<file path="src/hw/lid_defines.svh">
`ifndef LID_DEFINES_SVH
`define LID_DEFINES_SVH

// Clock period of the block clock, in ns
`define LID_CLK_NS        8
// Documented times in ns (oscillator at 180 kHz)
`define LID_RST_LOW_NS    1200000
`define LID_INIT_BUSY_NS  6000000
`define LID_CLEAR_NS      5420000
`define LID_EXEC_NS       83400
`define LID_BLINK_NS      480000000
// Least times round up, longest times round down
`define LID_CYC_UP(ns)    (((ns) + `LID_CLK_NS - 1) / `LID_CLK_NS)
`define LID_CYC_DN(ns)    ((ns) / `LID_CLK_NS)

// Memory map of the address pointer
`define LID_CHAR_TOP      7'h3f
`define LID_GLYPH_BASE    7'h40
`define LID_ICON_BASE     7'h60
`define LID_SPACE_CODE    8'h20
`define LID_ROW_LAST      4'hb

// Instruction code bit positions
`define LID_B_ADDR_SET    7
`define LID_B_CONTRAST    6
`define LID_B_FUNCTION    5
`define LID_B_SHIFT       4
`define LID_B_DISPLAY     3
`define LID_B_ENTRY       2
`define LID_B_HOME        1
`define LID_B_CLEAR       0

`endif

</file>
<file path="src/hw/lid_pkg.sv">
package lid_pkg;

  // Sequencer states
  typedef enum logic [2:0] {
    ST_IDLE,
    ST_DECODE,
    ST_CLEAR,
    ST_WAIT
  } lid_state_t;

  // One transfer from the serial front end
  typedef struct packed {
    logic       register_select;
    logic       rw;
    logic [7:0] data;
  } lid_xfer_t;

  // Display mode bits handed to the panel drivers
  typedef struct packed {
    logic       display_visible;
    logic       cursor_visible;
    logic       cursor_blink;
    logic       blink_phase;
    logic [4:0] cursor_dots;
    logic [3:0] display_offset;
    logic       power_down;
    logic [3:0] contrast_level;
  } lid_disp_t;

  // Whole state of the decoder
  typedef struct packed {
    lid_state_t st;
    logic [31:0] cnt;
    logic [31:0] low_cnt;
    logic        pin_m;
    logic        pin_s;
    logic        pin_d;
    logic [7:0]  instruction_holding_register;
    logic [7:0]  data_holding_register;
    logic        hold_select;
    logic [6:0]  addr;
    logic        step_inc;
    logic        shift_en;
    lid_disp_t   disp;
    logic [31:0] blink_cnt;
    logic [6:0]  clr_addr;
    logic        mem_we;
    logic [6:0]  mem_addr;
    logic [7:0]  mem_data;
    logic [7:0]  rd_data;
    logic        rd_valid;
    logic        busy;
  } lid_regs_t;

endpackage

</file>
<file path="src/hw/lid_ram.sv">
`timescale 1ns/1ps
`default_nettype none

// Shared character, glyph and icon memory; scan read is registered
module lid_ram #(
  parameter int AW = 7,
  parameter int DW = 8
) (
  // Clock
  input  wire logic          i_clk,
  // Write port
  input  wire logic          i_we,
  input  wire logic [AW-1:0] i_waddr,
  input  wire logic [DW-1:0] i_wdata,
  // Read port
  input  wire logic [AW-1:0] i_raddr,
  output var  logic [DW-1:0] o_rdata
);

  logic [DW-1:0] mem [0:(1<<AW)-1];

  // No reset on the array: icon contents survive reset by design
  always_ff @(posedge i_clk) begin
    if (i_we) begin
      mem[i_waddr] <= i_wdata;
    end
    o_rdata <= mem[i_raddr];
  end

endmodule

`default_nettype wire

</file>
<file path="src/hw/lid_decoder.sv">
// Notes on behaviour
// - Reset sequence runs only after the reset pin stayed low over 1.2 ms.
// - After reset pin rises, busy is reported for 6 ms.
// - Select low loads instruction holder, select high loads data holder.
// - Clear fills character memory with 20h, zeroes pointer, forces increment.
// - Clear keeps shift enable, icon memory and glyph memory.
// - Return home zeroes pointer and display shift, keeps memory, 83.4 us.
// - Entry mode latches step direction and display shift enable.
// - Step one adds one per access, step zero subtracts one.
// - Shift enabled writes to characters shift the display opposite the step.
// - No display shift on character reads or any glyph memory access.
// - Display control latches display, cursor and blink visibility.
// - Display off blanks panel but keeps character memory.
// - Visible cursor is five dots on the eighth line.
// - Blink has a 480 ms period; cursor and blink may combine.
// - Shift instruction: target and direction bits, RAM untouched, timing.
// - Function set bit 0: zero enters power-down, one cancels it.
// - Contrast set loads the low four bits into contrast level.
// - Address set loads seven bits into pointer, takes 83.4 us.
// - Key read returns scanned key data when key readout select is one.
// - Data write stores byte at pointer into memory, takes 83.4 us.
// - Execution times scale with the clock; figures assume 180 kHz.
// - Pointer map: rows at 00,10,20,30h, glyphs 40-5Fh, icons 60-7Fh.
// - Shift target zero moves cursor, one shifts display; direction one right.
// - Every data write steps the pointer by the latched direction.
`timescale 1ns/1ps
`default_nettype none
`include "lid_defines.svh"

module lid_decoder
  import lid_pkg::*;
#(
  parameter logic [31:0] RST_LOW_CYC  = `LID_CYC_UP(`LID_RST_LOW_NS),
  parameter logic [31:0] INIT_CYC     = `LID_CYC_UP(`LID_INIT_BUSY_NS),
  parameter logic [31:0] CLEAR_CYC    = `LID_CYC_UP(`LID_CLEAR_NS),
  parameter logic [31:0] EXEC_CYC     = `LID_CYC_UP(`LID_EXEC_NS),
  parameter logic [31:0] BLINK_HALF   = `LID_CYC_DN(`LID_BLINK_NS / 2)
) (
  // Clock and reset
  input  wire logic       i_clk,
  input  wire logic       i_rst,
  // Reset pin, asynchronous, active low
  input  wire logic       i_reset_pin_n,
  // Transfers from the serial front end
  input  wire logic       i_xfer_valid,
  input  wire lid_xfer_t  i_xfer,
  // Key scan readout
  input  wire logic       i_key_readout_select,
  input  wire logic [7:0] i_key_data,
  // Panel scan access to the memory
  input  wire logic [6:0] i_scan_addr,
  output var  logic [7:0] o_scan_data,
  // Read answer and status
  output var  logic [7:0] o_read_data,
  output var  logic       o_read_valid,
  output var  logic       o_busy,
  output var  logic [6:0] o_ram_address_pointer,
  output var  logic       o_step_inc,
  output var  logic       o_shift_enable,
  // Display mode
  output var  lid_disp_t  o_disp
);

  lid_regs_t r;
  lid_regs_t n;

  // pointer steps by one, wrapping in 7 bits
  function automatic logic [6:0] lid_step(input logic [6:0] a,
                                          input logic inc);
    return inc ? 7'(a + 7'h01) : 7'(a - 7'h01);
  endfunction

  // Display offset counts left shifts, modulo one row of twelve
  function automatic logic [3:0] lid_shift(input logic [3:0] o,
                                           input logic left);
    logic [3:0] res;
    res = o;
    if (left) begin
      res = (o == `LID_ROW_LAST) ? 4'h0 : 4'(o + 4'h1);
    end else begin
      res = (o == 4'h0) ? `LID_ROW_LAST : 4'(o - 4'h1);
    end
    return res;
  endfunction

  // Control state of a full reset sequence; sync and blink run on
  function automatic lid_regs_t lid_init(input lid_regs_t c);
    lid_regs_t v;
    v          = c;
    v.st       = ST_CLEAR;
    v.cnt      = INIT_CYC;
    v.busy     = 1'b1;
    v.clr_addr = 7'h00;
    v.addr     = 7'h00;
    v.step_inc = 1'b1;
    v.shift_en = 1'b0;
    v.disp.display_visible = 1'b0;
    v.disp.cursor_visible  = 1'b0;
    v.disp.cursor_blink    = 1'b0;
    v.disp.display_offset  = 4'h0;
    v.disp.power_down      = 1'b0;
    v.disp.contrast_level  = 4'h0;
    return v;
  endfunction

  // Next-state logic
  always_comb begin
    n          = r;
    n.mem_we   = 1'b0;
    n.rd_valid = 1'b0;

    // Two-flop synchroniser on the reset pin, then a delayed copy
    n.pin_m = i_reset_pin_n;
    n.pin_s = r.pin_m;
    n.pin_d = r.pin_s;

    // measure how long the pin is low, saturating
    if (!r.pin_s) begin
      n.low_cnt = (r.low_cnt == 32'hffff_ffff) ? r.low_cnt
                                                : 32'(r.low_cnt + 32'd1);
    end else begin
      n.low_cnt = 32'h0;
    end

    // free-running blink phase, half period per toggle
    if (r.blink_cnt >= 32'(BLINK_HALF - 32'd1)) begin
      n.blink_cnt        = 32'h0;
      n.disp.blink_phase = ~r.disp.blink_phase;
    end else begin
      n.blink_cnt = 32'(r.blink_cnt + 32'd1);
    end

    // cursor row is five dots lit; blanked with the display
    n.disp.cursor_dots = (r.disp.cursor_visible && r.disp.display_visible)
                         ? 5'h1f : 5'h00;

    // key read is answered in any state, it takes no time
    if (i_xfer_valid && !i_xfer.register_select && i_xfer.rw) begin
      n.rd_valid = 1'b1;
      n.rd_data  = i_key_readout_select ? i_key_data : {r.busy, r.addr};
    end

    unique case (r.st)
      ST_IDLE: begin
        // route each write to its holding register
        if (i_xfer_valid && !i_xfer.rw) begin
          if (i_xfer.register_select) begin
            n.data_holding_register = i_xfer.data;
          end else begin
            n.instruction_holding_register = i_xfer.data;
          end
          n.hold_select = i_xfer.register_select;
          n.st      = ST_DECODE;
          n.busy    = 1'b1;
        end
      end

      ST_DECODE: begin
        n.st   = ST_IDLE;
        n.busy = 1'b0;
        if (r.hold_select) begin
          // store the data byte at the pointer
          n.mem_we   = 1'b1;
          n.mem_addr = r.addr;
          n.mem_data = r.data_holding_register;
          n.addr = lid_step(r.addr, r.step_inc);
          // character writes shift the display when enabled
          // glyph and icon writes never shift
          // character region lies below the glyph base
          if (r.shift_en && (r.addr < `LID_GLYPH_BASE)) begin
            n.disp.display_offset = lid_shift(r.disp.display_offset,
                                              r.step_inc);
          end
          n.st   = ST_WAIT;
          n.cnt  = EXEC_CYC;
          n.busy = 1'b1;
        end else if (r.instruction_holding_register[`LID_B_ADDR_SET]) begin
          n.addr = r.instruction_holding_register[6:0];
          n.st   = ST_WAIT;
          n.cnt  = EXEC_CYC;
          n.busy = 1'b1;
        end else if (r.instruction_holding_register[`LID_B_CONTRAST]) begin
          // contrast level from the low nibble
          n.disp.contrast_level = r.instruction_holding_register[3:0];
        end else if (r.instruction_holding_register[`LID_B_FUNCTION]) begin
          // power-down select; entering it also turns display off
          n.disp.power_down = ~r.instruction_holding_register[0];
          if (!r.instruction_holding_register[0]) begin
            n.disp.display_visible = 1'b0;
          end
        end else if (r.instruction_holding_register[`LID_B_SHIFT]) begin
          // RAM untouched; only a cursor move costs time
          // target one shifts display, direction one is right
          if (r.instruction_holding_register[3]) begin
            n.disp.display_offset = lid_shift(r.disp.display_offset,
              ~r.instruction_holding_register[2]);
          end else begin
            n.addr = lid_step(r.addr, r.instruction_holding_register[2]);
            n.st   = ST_WAIT;
            n.cnt  = EXEC_CYC;
            n.busy = 1'b1;
          end
        end else if (r.instruction_holding_register[`LID_B_DISPLAY]) begin
          // display off leaves memory as it is
          n.disp.display_visible = r.instruction_holding_register[2];
          n.disp.cursor_visible  = r.instruction_holding_register[1];
          n.disp.cursor_blink    = r.instruction_holding_register[0];
        end else if (r.instruction_holding_register[`LID_B_ENTRY]) begin
          n.step_inc = r.instruction_holding_register[1];
          n.shift_en = r.instruction_holding_register[0];
        end else if (r.instruction_holding_register[`LID_B_HOME]) begin
          // pointer home and shift cancelled, memory kept
          n.addr                = 7'h00;
          n.disp.display_offset = 4'h0;
          n.st                  = ST_WAIT;
          n.cnt                 = EXEC_CYC;
          n.busy                = 1'b1;
        end else if (r.instruction_holding_register[`LID_B_CLEAR]) begin
          // fill with spaces, pointer zero, increment forced
          // shift enable and other memories stay
          n.addr                = 7'h00;
          n.step_inc            = 1'b1;
          n.disp.display_offset = 4'h0;
          n.clr_addr            = 7'h00;
          n.st                  = ST_CLEAR;
          n.cnt                 = CLEAR_CYC;
          n.busy                = 1'b1;
        end
        // the all-zero test code falls through and does nothing
      end

      ST_CLEAR: begin
        // one character location per cycle, inside the wait time
        n.mem_we   = 1'b1;
        n.mem_addr = r.clr_addr;
        n.mem_data = `LID_SPACE_CODE;
        n.clr_addr = 7'(r.clr_addr + 7'h01);
        n.cnt      = (r.cnt > 32'd1) ? 32'(r.cnt - 32'd1) : 32'd1;
        if (r.clr_addr == `LID_CHAR_TOP) begin
          n.st = ST_WAIT;
        end
      end

      ST_WAIT: begin
        // transfers other than key reads are ignored while busy
        if (r.cnt <= 32'd1) begin
          n.st   = ST_IDLE;
          n.busy = 1'b0;
        end else begin
          n.cnt = 32'(r.cnt - 32'd1);
        end
      end
    endcase

    // long enough low pulse restarts the control state on the rising edge
    // busy then stands for the init time
    if (r.pin_s && !r.pin_d && (r.low_cnt >= RST_LOW_CYC)) begin
      n = lid_init(n);
    end
  end

  // State register; power-on behaves as a reset sequence
  always_ff @(posedge i_clk) begin
    if (i_rst) begin
      r       <= lid_init('0);
      r.pin_m <= 1'b1;
      r.pin_s <= 1'b1;
      r.pin_d <= 1'b1;
    end else begin
      r <= n;
    end
  end

  // Shared memory with registered scan read
  lid_ram #(
    .AW (7),
    .DW (8)
  ) u_ram (
    .i_clk   (i_clk),
    .i_we    (r.mem_we),
    .i_waddr (r.mem_addr),
    .i_wdata (r.mem_data),
    .i_raddr (i_scan_addr),
    .o_rdata (o_scan_data)
  );

  // Outputs straight from the state register
  assign o_read_data           = r.rd_data;
  assign o_read_valid          = r.rd_valid;
  assign o_busy                = r.busy;
  assign o_ram_address_pointer = r.addr;
  assign o_step_inc            = r.step_inc;
  assign o_shift_enable        = r.shift_en;
  assign o_disp                = r.disp;

endmodule

`default_nettype wire

</file>
<file path="config.mk">
export PLATFORM = sky130hd
export DESIGN_NAME = lid_decoder
export DESIGN_NICKNAME = d
export VERILOG_FILES = /design/src/hw/lid_pkg.sv /design/src/hw/lid_ram.sv /design/src/hw/lid_decoder.sv
export VERILOG_INCLUDE_DIRS = /design/src /design/src/hw
export SDC_FILE = /design/constraint.sdc
export NUM_CORES = 1
export LEC_CHECK = 0
export BUFFER_PORTS_ARGS = -buffer_cell sky130_fd_sc_hd__buf_2
export CORE_MARGIN = 2
export CORE_UTILIZATION = 30
export DETAILED_ROUTE_END_ITERATION = 12
export GPL_TIMING_DRIVEN = 0
export PLACE_DENSITY = 0.49
export SLEW_MARGIN = 20
export SYNTH_ARGS = -nofsm -noshare
export SYNTH_HDL_FRONTEND = slang
export SYNTH_HIERARCHICAL = 1
export SYNTH_SLANG_ARGS = --single-unit
</file>
<file path="constraint.sdc">
create_clock -name i_clk -period 3.2 [get_ports i_clk]
set_input_delay 0.64 -clock i_clk [delete_from_list [all_inputs] [get_ports i_clk]]
set_output_delay 0.64 -clock i_clk [all_outputs]
set_load 0.1 [all_outputs]
</file>
**Word-level counts from Yosys, hierarchy flattened**

Memory sizes are Yosys's and may differ from the RTL's. A register that Yosys moved wholly into a read port is not among the register bits.
Index checks and enable logic that the tools add are counted.
Widths: inputs -> output; s select.

- Reduce and logical (&&, ||, !) cells: 30
- Shift operators: 0
- Bitwise logic cells: 8
- Multiply operators: 0
- Mux-type cells: 100
- Add/subtract/negate cells: 8
- Div/mod/pow operators: 0
- Equality and inequality tests: 39
- $lt $le $gt $ge: 5

Operator list:

| cell | number |
|---|---|
| $mux 35 | 8 |
| $mux 32 | 5 |
| $mux 7 | 17 |
| $mux 8 | 13 |
| $pmux 32 s3 | 1 |
| $mux 34 | 2 |
| $add 32x1->32 const B | 2 |
| $mux 4 | 14 |
| $pmux 23 s2 | 1 |
| $mux 9 | 4 |
| $mux 17 | 2 |
| $ne 2x2->1 const B | 17 |
| $eq 32x32->1 const B | 1 |
| $ge 32x18->1 const B | 1 |
| $ge 32x25->1 const B | 1 |
| $gt 32x1->1 const B | 1 |
| $le 32x1->1 const B | 1 |
| $sub 32x1->32 const B | 1 |
| $mux 1 | 21 |
| $reduce_and 7->1 | 3 |
| $reduce_and 9->1 | 2 |
| $mux 16 | 1 |
| $mux 5 | 3 |
| $ne 3x2->1 const B | 5 |
| 36 further kinds | 63 |

- Memories: 1
- Latch bits: 0
- Bits of input ports: 30
- Memory bits (writable): 1024
- Register bits after elaboration: 179
- Output and inout bits: 45
- Memory bits (read-only): 0

Memories:

| memory | words | width | read ports | clocked after memory_dff | wr ports | line | text |
|---|---|---|---|---|---|---|---|
| u_ram.mem | 128 | 8 | 1 | 1 | 1 | lid_ram.sv:20 | `logic [DW-1:0] mem [0:(1<<AW)-1];` |

**Logic depth before layout (Yosys ltp)**

Gate-level depths: netlist (run 1).

- Word-level depth: 18
- Gate-level depth with buffers: 10
- Mapped depth without buffers: 8

**Cells and area by module**

The synthesis (run 1) kept the hierarchy.

By module, submodules not included:

| module | sequential area each (sq um) | instances | cells an instance | area each (sq um) |
|---|---|---|---|---|
| lid_ram | 30909.6 | 1 | 1635 | 39660.5 |
| lid_decoder | 3483.3 | 1 | 1058 | 8754.6 |

**Least setup slack after synthesis (run 1)**

OpenSTA, ideal clock, no wires.

- Path type: input -> register
- From: input port i_scan_addr[0]
- To: register u_ram.o_rdata[0], read port of u_ram.mem
- Stages on the path: 6
- Path buffers: 2
- Arrival time: 3.016 ns
- Setup slack: 0.063 ns
- Path through: clkbuf_1 buf_1 mux4_2 mux4_2 mux4_2 mux2_2

RTL lines:

| item | line | text |
|---|---|---|
| from (decl) | lid_decoder.sv:51 | `input wire logic [6:0] i_scan_addr,` |
| to (decl) | lid_ram.sv:17 | `output var logic [DW-1:0] o_rdata` |

**Final worst setup path (run 1)**

- From: register r[18] in the netlist's numbering
- To: memory u_ram.mem[105][2] (enable)

RTL lines:

| item | line | text |
|---|---|---|
| from (decl) | lid_decoder.sv:64 | `lid_regs_t r;` |
| from (signal assigned) | lid_decoder.sv:265 | `r <= lid_init('0);` |
| from (signal assigned) | lid_decoder.sv:270 | `r <= n;` |
| to (decl) | lid_ram.sv:20 |  |

Straight into the memory's write port.

==> flow_metrics.tcl, run 1 <==
set metrics [dict create \
    core-area_mm2 0.160 \
    r2r_start "r[18]$_SDFFE_PP0P_" \
    numPlacedInstances 4938 \
    max-clock-path-buffers 3 \
    fmax_mhz 311 \
    design_power_total_mw 36.0 \
    finalCriticalPeriod_ns 3.21 \
    grt_overflow 0 \
    floorplan.die.width_um 406 \
    final.setup.tns_ns -0.109 \
    synthTopCellsByArea "sky130_fd_sc_hd__edfxtp_1, sky130_fd_sc_hd__mux4_2, sky130_fd_sc_hd__dfxtp_1" \
    grt_pass1_wl_um 184000 \
    design.portCount 75 \
    initial_utilization 0.302 \
    stdcell_count 5187 \
    synth-edff-count 1024 \
    grt_start_max_net_pins 73 \
    finalInstanceArea_mm2 0.0565 \
    min_to "o_read_valid$_SDFF_PP0_" \
    vias_in_the_first_global_route 25600 \
    leakage_nw 17.8 \
    worst-path-max-fanout 10 \
    die_h_um 406 \
    grt_setup_unrepaired "true" \
    synth_seq_area_share 0.710 \
    number_of_buffer_cells_added_on_primary_ports 66 \
    distinct_cell_type_count_after_synthesis 76 \
    comb_power_share 0.097 \
    groute.usage.overall 0.155 \
    finalClockSkew_ns 0.0236 \
    ys_ff_latch 1206 \
    post-route-drc-count 0 \
    row_count 147 \
    syn_area_per_cell_um2 18.0 \
    finalCoreUtilization 0.352 \
    ctsRootBufferMaster "sky130_fd_sc_hd__clkbuf_16" \
    netlist_area_mm2 0.0484 \
    timing.critical_path.arrival_ns 3.60 \
    min_period_over_period 1.00 \
    timing.final.ws_setup_ns -0.0137 \
    power.density_mw_per_mm2 637 \
    avgViaCountPerCell 4.94 \
    slew_headroom 0.258 \
    ctsHtreeMaxLevel 4 \
    netSwitchingFraction 0.249 \
    final-setup-viol-count 12 \
    cts_sinks 1206 \
    syn_to_final_growth_pct 16.8 \
    post_dp_cell_area_mm2 0.0518 \
    p_seq_frac 0.489 \
    hp-class "primary input to flop" \
    initial_antenna_violation_count 3 \
    post-dp-hpwl_um 87200 \
    count_of_mapped_cells_out_of_synthesis 2693 \
    r2r_cells 4 \
    startpoint_type "flop" \
    worstPathRequired_ns 3.58 \
    synth_most_common_cell "sky130_fd_sc_hd__edfxtp_1" \
    hp-start "i_xfer_valid" \
    p_clk_frac 0.414 \
    failed_checks "setup timing" \
    final-max-slew-violation-count 0 \
    final_hold_viol_count 0 \
    reg_to_reg_setup_timing_slack_ns -0.01 \
    post_synth_top_flop "sky130_fd_sc_hd__edfxtp_1" \
    synth_area_leader_cell "sky130_fd_sc_hd__edfxtp_1" \
    via_count 25600 \
    synth_largest_type_area_fraction 0.635 \
    tritoncts "yes" \
    p_switching_mw 8.96 \
    clock_latency_ns 0.77 \
    final_antenna_net_count 0 \
    post_route_wl_um 127000 \
    power_report.internal_total_mw 27.1 \
    numCtsBuffers 134 \
    cp-end-kind "flop" \
    number_of_drc_violations_after_detailed_routing_iteration_0 2182 \
    worstMarginPinSlew_ns 1.11 \
    regToRegEndpoint "u_ram/mem[105][2]$_DFFE_PP_" \
    layout_cell_share_with_drive_strength_beyond_1 0.273 \
    drt_first_pass_iters 6 \
    min_path_cells 3 \
    criticalPathCategory "flop to flop" \
    worst_setup_hold_path_clk_slew_ns 0.06 \
    max_cap_viol_count 0 \
    detail_route.wl_per_cell_um 24.5 \
    max-vdd-ir-drop_mv 0.372 \
    yosysWarningCount 6 \
    share_of_async_settable_or_async_resettable_flops_after_synthesis 0 \
    status "finished, violations left" \
    dp_slack_ns -1.18 \
    place.gp.congestion 0.789 \
    hold-worst-slack_ns 0.150 \
    die-area_mm2 0.165 \
    num-nets-final 2962 \
    netlist_top_cells_count "sky130_fd_sc_hd__edfxtp_1, sky130_fd_sc_hd__mux4_2, sky130_fd_sc_hd__nor2_1" \
]
logic make-up after synthesis:
kind of cell | synth area share
fa+ha+maj | 0.00388
mux | 0.166
simple gates | 0.0600
flops | 0.710
xor+xnor | 0.0136
buf+inv | 0.0202
compound gates | 0.0256
other cells | 0.0000775
state kept, by name, indices dropped and copies added, names as in the netlist, named ones only:
name,cells
o_shift_enable,1
r,140
u_ram/mem,1024
o_disp,14
o_read_valid,1
o_read_data,8
o_busy,1
u_ram/o_rdata,8
o_ram_address_pointer,7
o_step_inc,1
how the worst max path moves through the flow:
stage	start	end	slack [ns]
after global routing	r[21]$_SDFFE_PP0P_	u_ram/mem[78][1]$_DFFE_PP_	-0.11
after detailed placement	i_scan_addr[2]	u_ram/o_rdata[6]$_DFF_P_	-1.18
final	r[18]$_SDFFE_PP0P_	u_ram/mem[105][2]$_DFFE_PP_	-0.01
after CTS	r[18]$_SDFFE_PP0P_	u_ram/mem[49][3]$_DFFE_PP_	-0.21
after global placement	r[12]$_SDFFE_PP0P_	u_ram/mem[9][2]$_DFFE_PP_	-1.65
after floorplan	i_scan_addr[0]	u_ram/o_rdata[0]$_DFF_P_	0.06
what timing repair did:
action	in CTS	in global routing
pin swaps	0	1
hold buffers	1	0
endpoints found under the hold margin	1	0
buffers inserted	0	2
endpoints found under the setup margin	625	547
gates resized for setup	76	53
layout by cell type, fill, tap and decap left out, types with 17 or more instances in the layout:
| cell | n |
|---|---|
| sky130_fd_sc_hd__nand3_1 | 47 |
| sky130_fd_sc_hd__clkbuf_1 | 107 |
| sky130_fd_sc_hd__clkinv_2 | 22 |
| sky130_fd_sc_hd__o21ai_0 | 31 |
| sky130_fd_sc_hd__clkinv_1 | 30 |
| sky130_fd_sc_hd__nand2_1 | 86 |
| sky130_fd_sc_hd__buf_4 | 48 |
| sky130_fd_sc_hd__edfxtp_1 | 1024 |
| sky130_fd_sc_hd__buf_2 | 86 |
| sky130_fd_sc_hd__and3_1 | 20 |
| sky130_fd_sc_hd__buf_1 | 24 |
| sky130_fd_sc_hd__a22oi_1 | 17 |
| sky130_fd_sc_hd__dfxtp_1 | 174 |
| sky130_fd_sc_hd__xor2_1 | 54 |
| sky130_fd_sc_hd__nor3_1 | 29 |
| sky130_fd_sc_hd__inv_1 | 24 |
| sky130_fd_sc_hd__xnor2_1 | 21 |
| sky130_fd_sc_hd__mux4_2 | 336 |
| sky130_fd_sc_hd__a21oi_1 | 54 |
| sky130_fd_sc_hd__nand4_1 | 41 |
| sky130_fd_sc_hd__clkbuf_16 | 137 |
| sky130_fd_sc_hd__nor2_1 | 210 |
| sky130_fd_sc_hd__nor2_2 | 71 |
| sky130_fd_sc_hd__mux2i_1 | 37 |
power groups by stage:
stage | Sequential (mW) | Clock, mW | Combinational (mW)
floorplan | 18.1 | 0 | 2.07
global placement | 18.1 | 0 | 3.30
detailed placement | 17.9 | 0 | 3.48
CTS | 17.6 | 15.3 | 3.50
global route | 17.7 | 15.9 | 3.77
finish | 17.6 | 14.9 | 3.51
final cells by class:
cell class / count / area [µm²]
multi-input combinational: 1287 / 13500
clock buffer: 169 / 3580
buffer: 182 / 941
tap: 2160 / 2700
clock inverter: 75 / 678
timing repair buffer: 82 / 636
fill: 15200 / 104000
sequential: 1206 / 34400
inverter: 24 / 90.1
antenna: 2 / 5.00
critical path, stage by stage, from the launching register on:
cell                       delay, ns
sky130_fd_sc_hd__dfxtp_1        0.34
sky130_fd_sc_hd__clkbuf_1       0.51
sky130_fd_sc_hd__nand3_2        0.59
sky130_fd_sc_hd__clkbuf_2       0.65
sky130_fd_sc_hd__nor2_1         0.74
metal layers:
| metal | wire (µm) | share of wire | GRT usage | vias up |
|---|---|---|---|---|
| li1 | - | - | - | 11200 |
| met1 | 56000 | 0.44 | 0.209 | 13600 |
| met2 | 62300 | 0.49 | 0.256 | 650 |
| met3 | 5830 | 0.046 | 0.0287 | 149 |
| met4 | 2640 | 0.021 | 0.0387 | 0 |
| met5 | 0 | 0 | 0 | - |
No activity file was read; power rests on OpenSTA's default activity.
==> run 2, diff against run 1 <==
--- a/config.mk
+++ b/config.mk
@@ -6,12 +6,12 @@
 export SDC_FILE = /design/constraint.sdc
 export NUM_CORES = 1
 export LEC_CHECK = 0
-export BUFFER_PORTS_ARGS = -buffer_cell sky130_fd_sc_hd__buf_2
 export CORE_MARGIN = 2
 export CORE_UTILIZATION = 30
 export DETAILED_ROUTE_END_ITERATION = 12
+export DONT_BUFFER_PORTS = 1
 export GPL_TIMING_DRIVEN = 0
-export PLACE_DENSITY = 0.49
+export PLACE_DENSITY = 0.48
 export SLEW_MARGIN = 20
 export SYNTH_ARGS = -nofsm -noshare
 export SYNTH_HDL_FRONTEND = slang
==> run 2 against run 1 <==
  * The flow still finishes with violations (setup timing)
  * Power hardly changed
  * Register-to-register slack worse by 0.09 ns
  * Global-route usage grew 0.40 points
  * Sequential share of layout area rose by 0.16 points
  * Core utilization fell by 0.095 points
  * Design area down 0.27%
  * Highest routed layer is now met5
  * Combinational power fell by 4%
  * Via count fell by 0.93%
  * Clock skew is 0.017 ns higher
  * Clock power hardly changed
  * Sequential power is essentially flat
==> flow_metrics.tcl, run 2 (synthesis gave the netlist of run 1 again) <==
set metrics [dict create \
    status "finished, violations left" \
    failed_checks "setup timing" \
    grt_util_met3 0.0387 \
    min_period_over_period 1.03 \
    finalCoreUtilization 0.352 \
    final-max-slew-violation-count 0 \
    row_count 147 \
    hold-worst-slack_ns 0.121 \
    initial_antenna_violation_count 8 \
    slowest_stage "sky130_fd_sc_hd__nor2_1" \
    numCtsBuffers 135 \
    cts_sinks 1206 \
    power.density_mw_per_mm2 639 \
    tritoncts "yes" \
    grt_overflow 0 \
    grt_pass1_wl_um 187000 \
    die-area_mm2 0.165 \
    timing.final.ws_setup_ns -0.108 \
    worstMarginPinSlew_ns 1.16 \
    ctsRootBufferMaster "sky130_fd_sc_hd__clkbuf_16" \
    number_of_drc_violations_after_detailed_routing_iteration_0 2082 \
    worst-path-max-fanout 10 \
    layout_commonest_cell "sky130_fd_sc_hd__edfxtp_1" \
    groute.usage.overall 0.159 \
    num-nets-final 2912 \
    path_cells "clkbuf_1 > nor2b_1 > nand2_1 > clkbuf_2 > nor2_1" \
    post_route_wl_um 129000 \
    slew_headroom 0.228 \
    syn_to_final_growth_pct 16.4 \
    max-vdd-ir-drop_mv 0.424 \
    avgViaCountPerCell 4.95 \
    design.portCount 75 \
    drt_first_pass_iters 5 \
    max-clock-path-buffers 3 \
    detail_route.wl_per_cell_um 25.2 \
    stdcell_count 5135 \
    post-dp-hpwl_um 87000 \
    via_count 25400 \
    finalClockSkew_ns 0.0404 \
    startpoint_type "flop" \
    die_h_um 406 \
    worstPathRequired_ns 3.56 \
    clock_latency_ns 0.77 \
    max_cap_viol_count 0 \
    initial_utilization 0.302 \
    number_of_buffer_cells_added_on_primary_ports 0 \
    slowest_delay_ns 0.82 \
    final_hold_viol_count 0 \
    max_flop_register "u_ram/mem" \
    finalCriticalPeriod_ns 3.31 \
    leakage_nw 17.7 \
    numPlacedInstances 4880 \
    vias_in_the_first_global_route 25700 \
    floorplan.die.width_um 406 \
    layout_cell_share_with_drive_strength_beyond_1 0.254 \
    place.gp.congestion 0.820 \
    timing.critical_path.arrival_ns 3.67 \
    layout_common_cells "sky130_fd_sc_hd__edfxtp_1, sky130_fd_sc_hd__mux4_2, sky130_fd_sc_hd__nor2_1" \
    hp-class "primary input to flop" \
    fmax_mhz 302 \
    ctsHtreeMaxLevel 4 \
    cts_setup_buffers 0 \
    final.setup.tns_ns -4.11 \
    final_antenna_net_count 0 \
    largest_register_ffs 1024 \
    grt_busiest_layer "met2" \
    criticalPathCategory "flop to flop" \
    grt_start_max_net_pins 65 \
    final-setup-viol-count 86 \
    grt_setup_unrepaired "true" \
    post-route-drc-count 0 \
    core-area_mm2 0.160 \
    use_met1 0.212 \
    grt.met2_usage 0.258 \
    cp-end-kind "flop" \
    worst_setup_hold_path_clk_slew_ns 0.06 \
]
==> run 2: cell type report <==
cell class / count / area [µm²]
fillers: 15200 / 104000
well taps: 2160 / 2700
clock inverters: 66 / 547
plain buffers: 182 / 962
inverters: 24 / 90.1
multi-input cells: 1287 / 13400
diodes: 1 / 2.50
flip-flops and latches: 1206 / 34400
repair buffers: 31 / 541
clock buffers: 178 / 3700
==> run 2: worst max-delay path: cells and delay by family, from the launching register on <==
kind	cells	cell delay, ns
flip-flops	1	0.47
AND/OR/NAND/NOR	3	1.44
buffers and inverters	2	0.99
==> run 2: final timing paths <==
path	from	endpoint	slack [ns]	cells past startpoint
worst max-delay path	r[19]$_SDFFE_PP0P_	u_ram/mem[50][7]$_DFFE_PP_	-0.11	5
worst min-delay path	i_key_data[5]	o_read_data[5]$_SDFFE_PP0P_	0.12	2
worst max register to register	r[19]$_SDFFE_PP0P_	u_ram/mem[50][7]$_DFFE_PP_	-0.11	5
worst min register to register	r[111]$_SDFF_PP1_	r[110]$_SDFF_PP1_	0.41	1
==> run 2: repair_timing <==
item | in CTS | in global routing
endpoints found under the hold margin | 18 | 0
hold buffers | 10 | 0
setup endpoints to repair | 414 | 385
gates resized for setup | 68 | 56
==> run 2: layer usage <==
metal / share of wire / vias up
met5: 0.00014 / -
met4: 0.021 / 4
met3: 0.061 / 175
met2: 0.48 / 666
met1: 0.43 / 13400
li1: - / 11100
==> run 2: where the power goes <==
| group | internal (mW) | leakage [nW] | switching (mW) |
|---|---|---|---|
| clock | 8.51 | 2.07 | 6.38 |
| sequential | 17.3 | 11.0 | 0.457 |
| combinational | 1.21 | 4.62 | 2.16 |
| total | 27.0 | 17.7 | 9.00 |
==> run 2: per-stage QoR <==
stage / instance area (µm²) / power, mW / setup slack (ns)
final: 56400 / 36.0 / -0.108
after global routing: 56400 / 37.4 / -0.0907
after CTS: 56200 / 36.5 / -0.137
after detailed placement: 51700 / 21.4 / -1.00
after global placement: 51100 / 21.3 / -1.90
after floorplan: 48400 / 20.2 / 0.0628
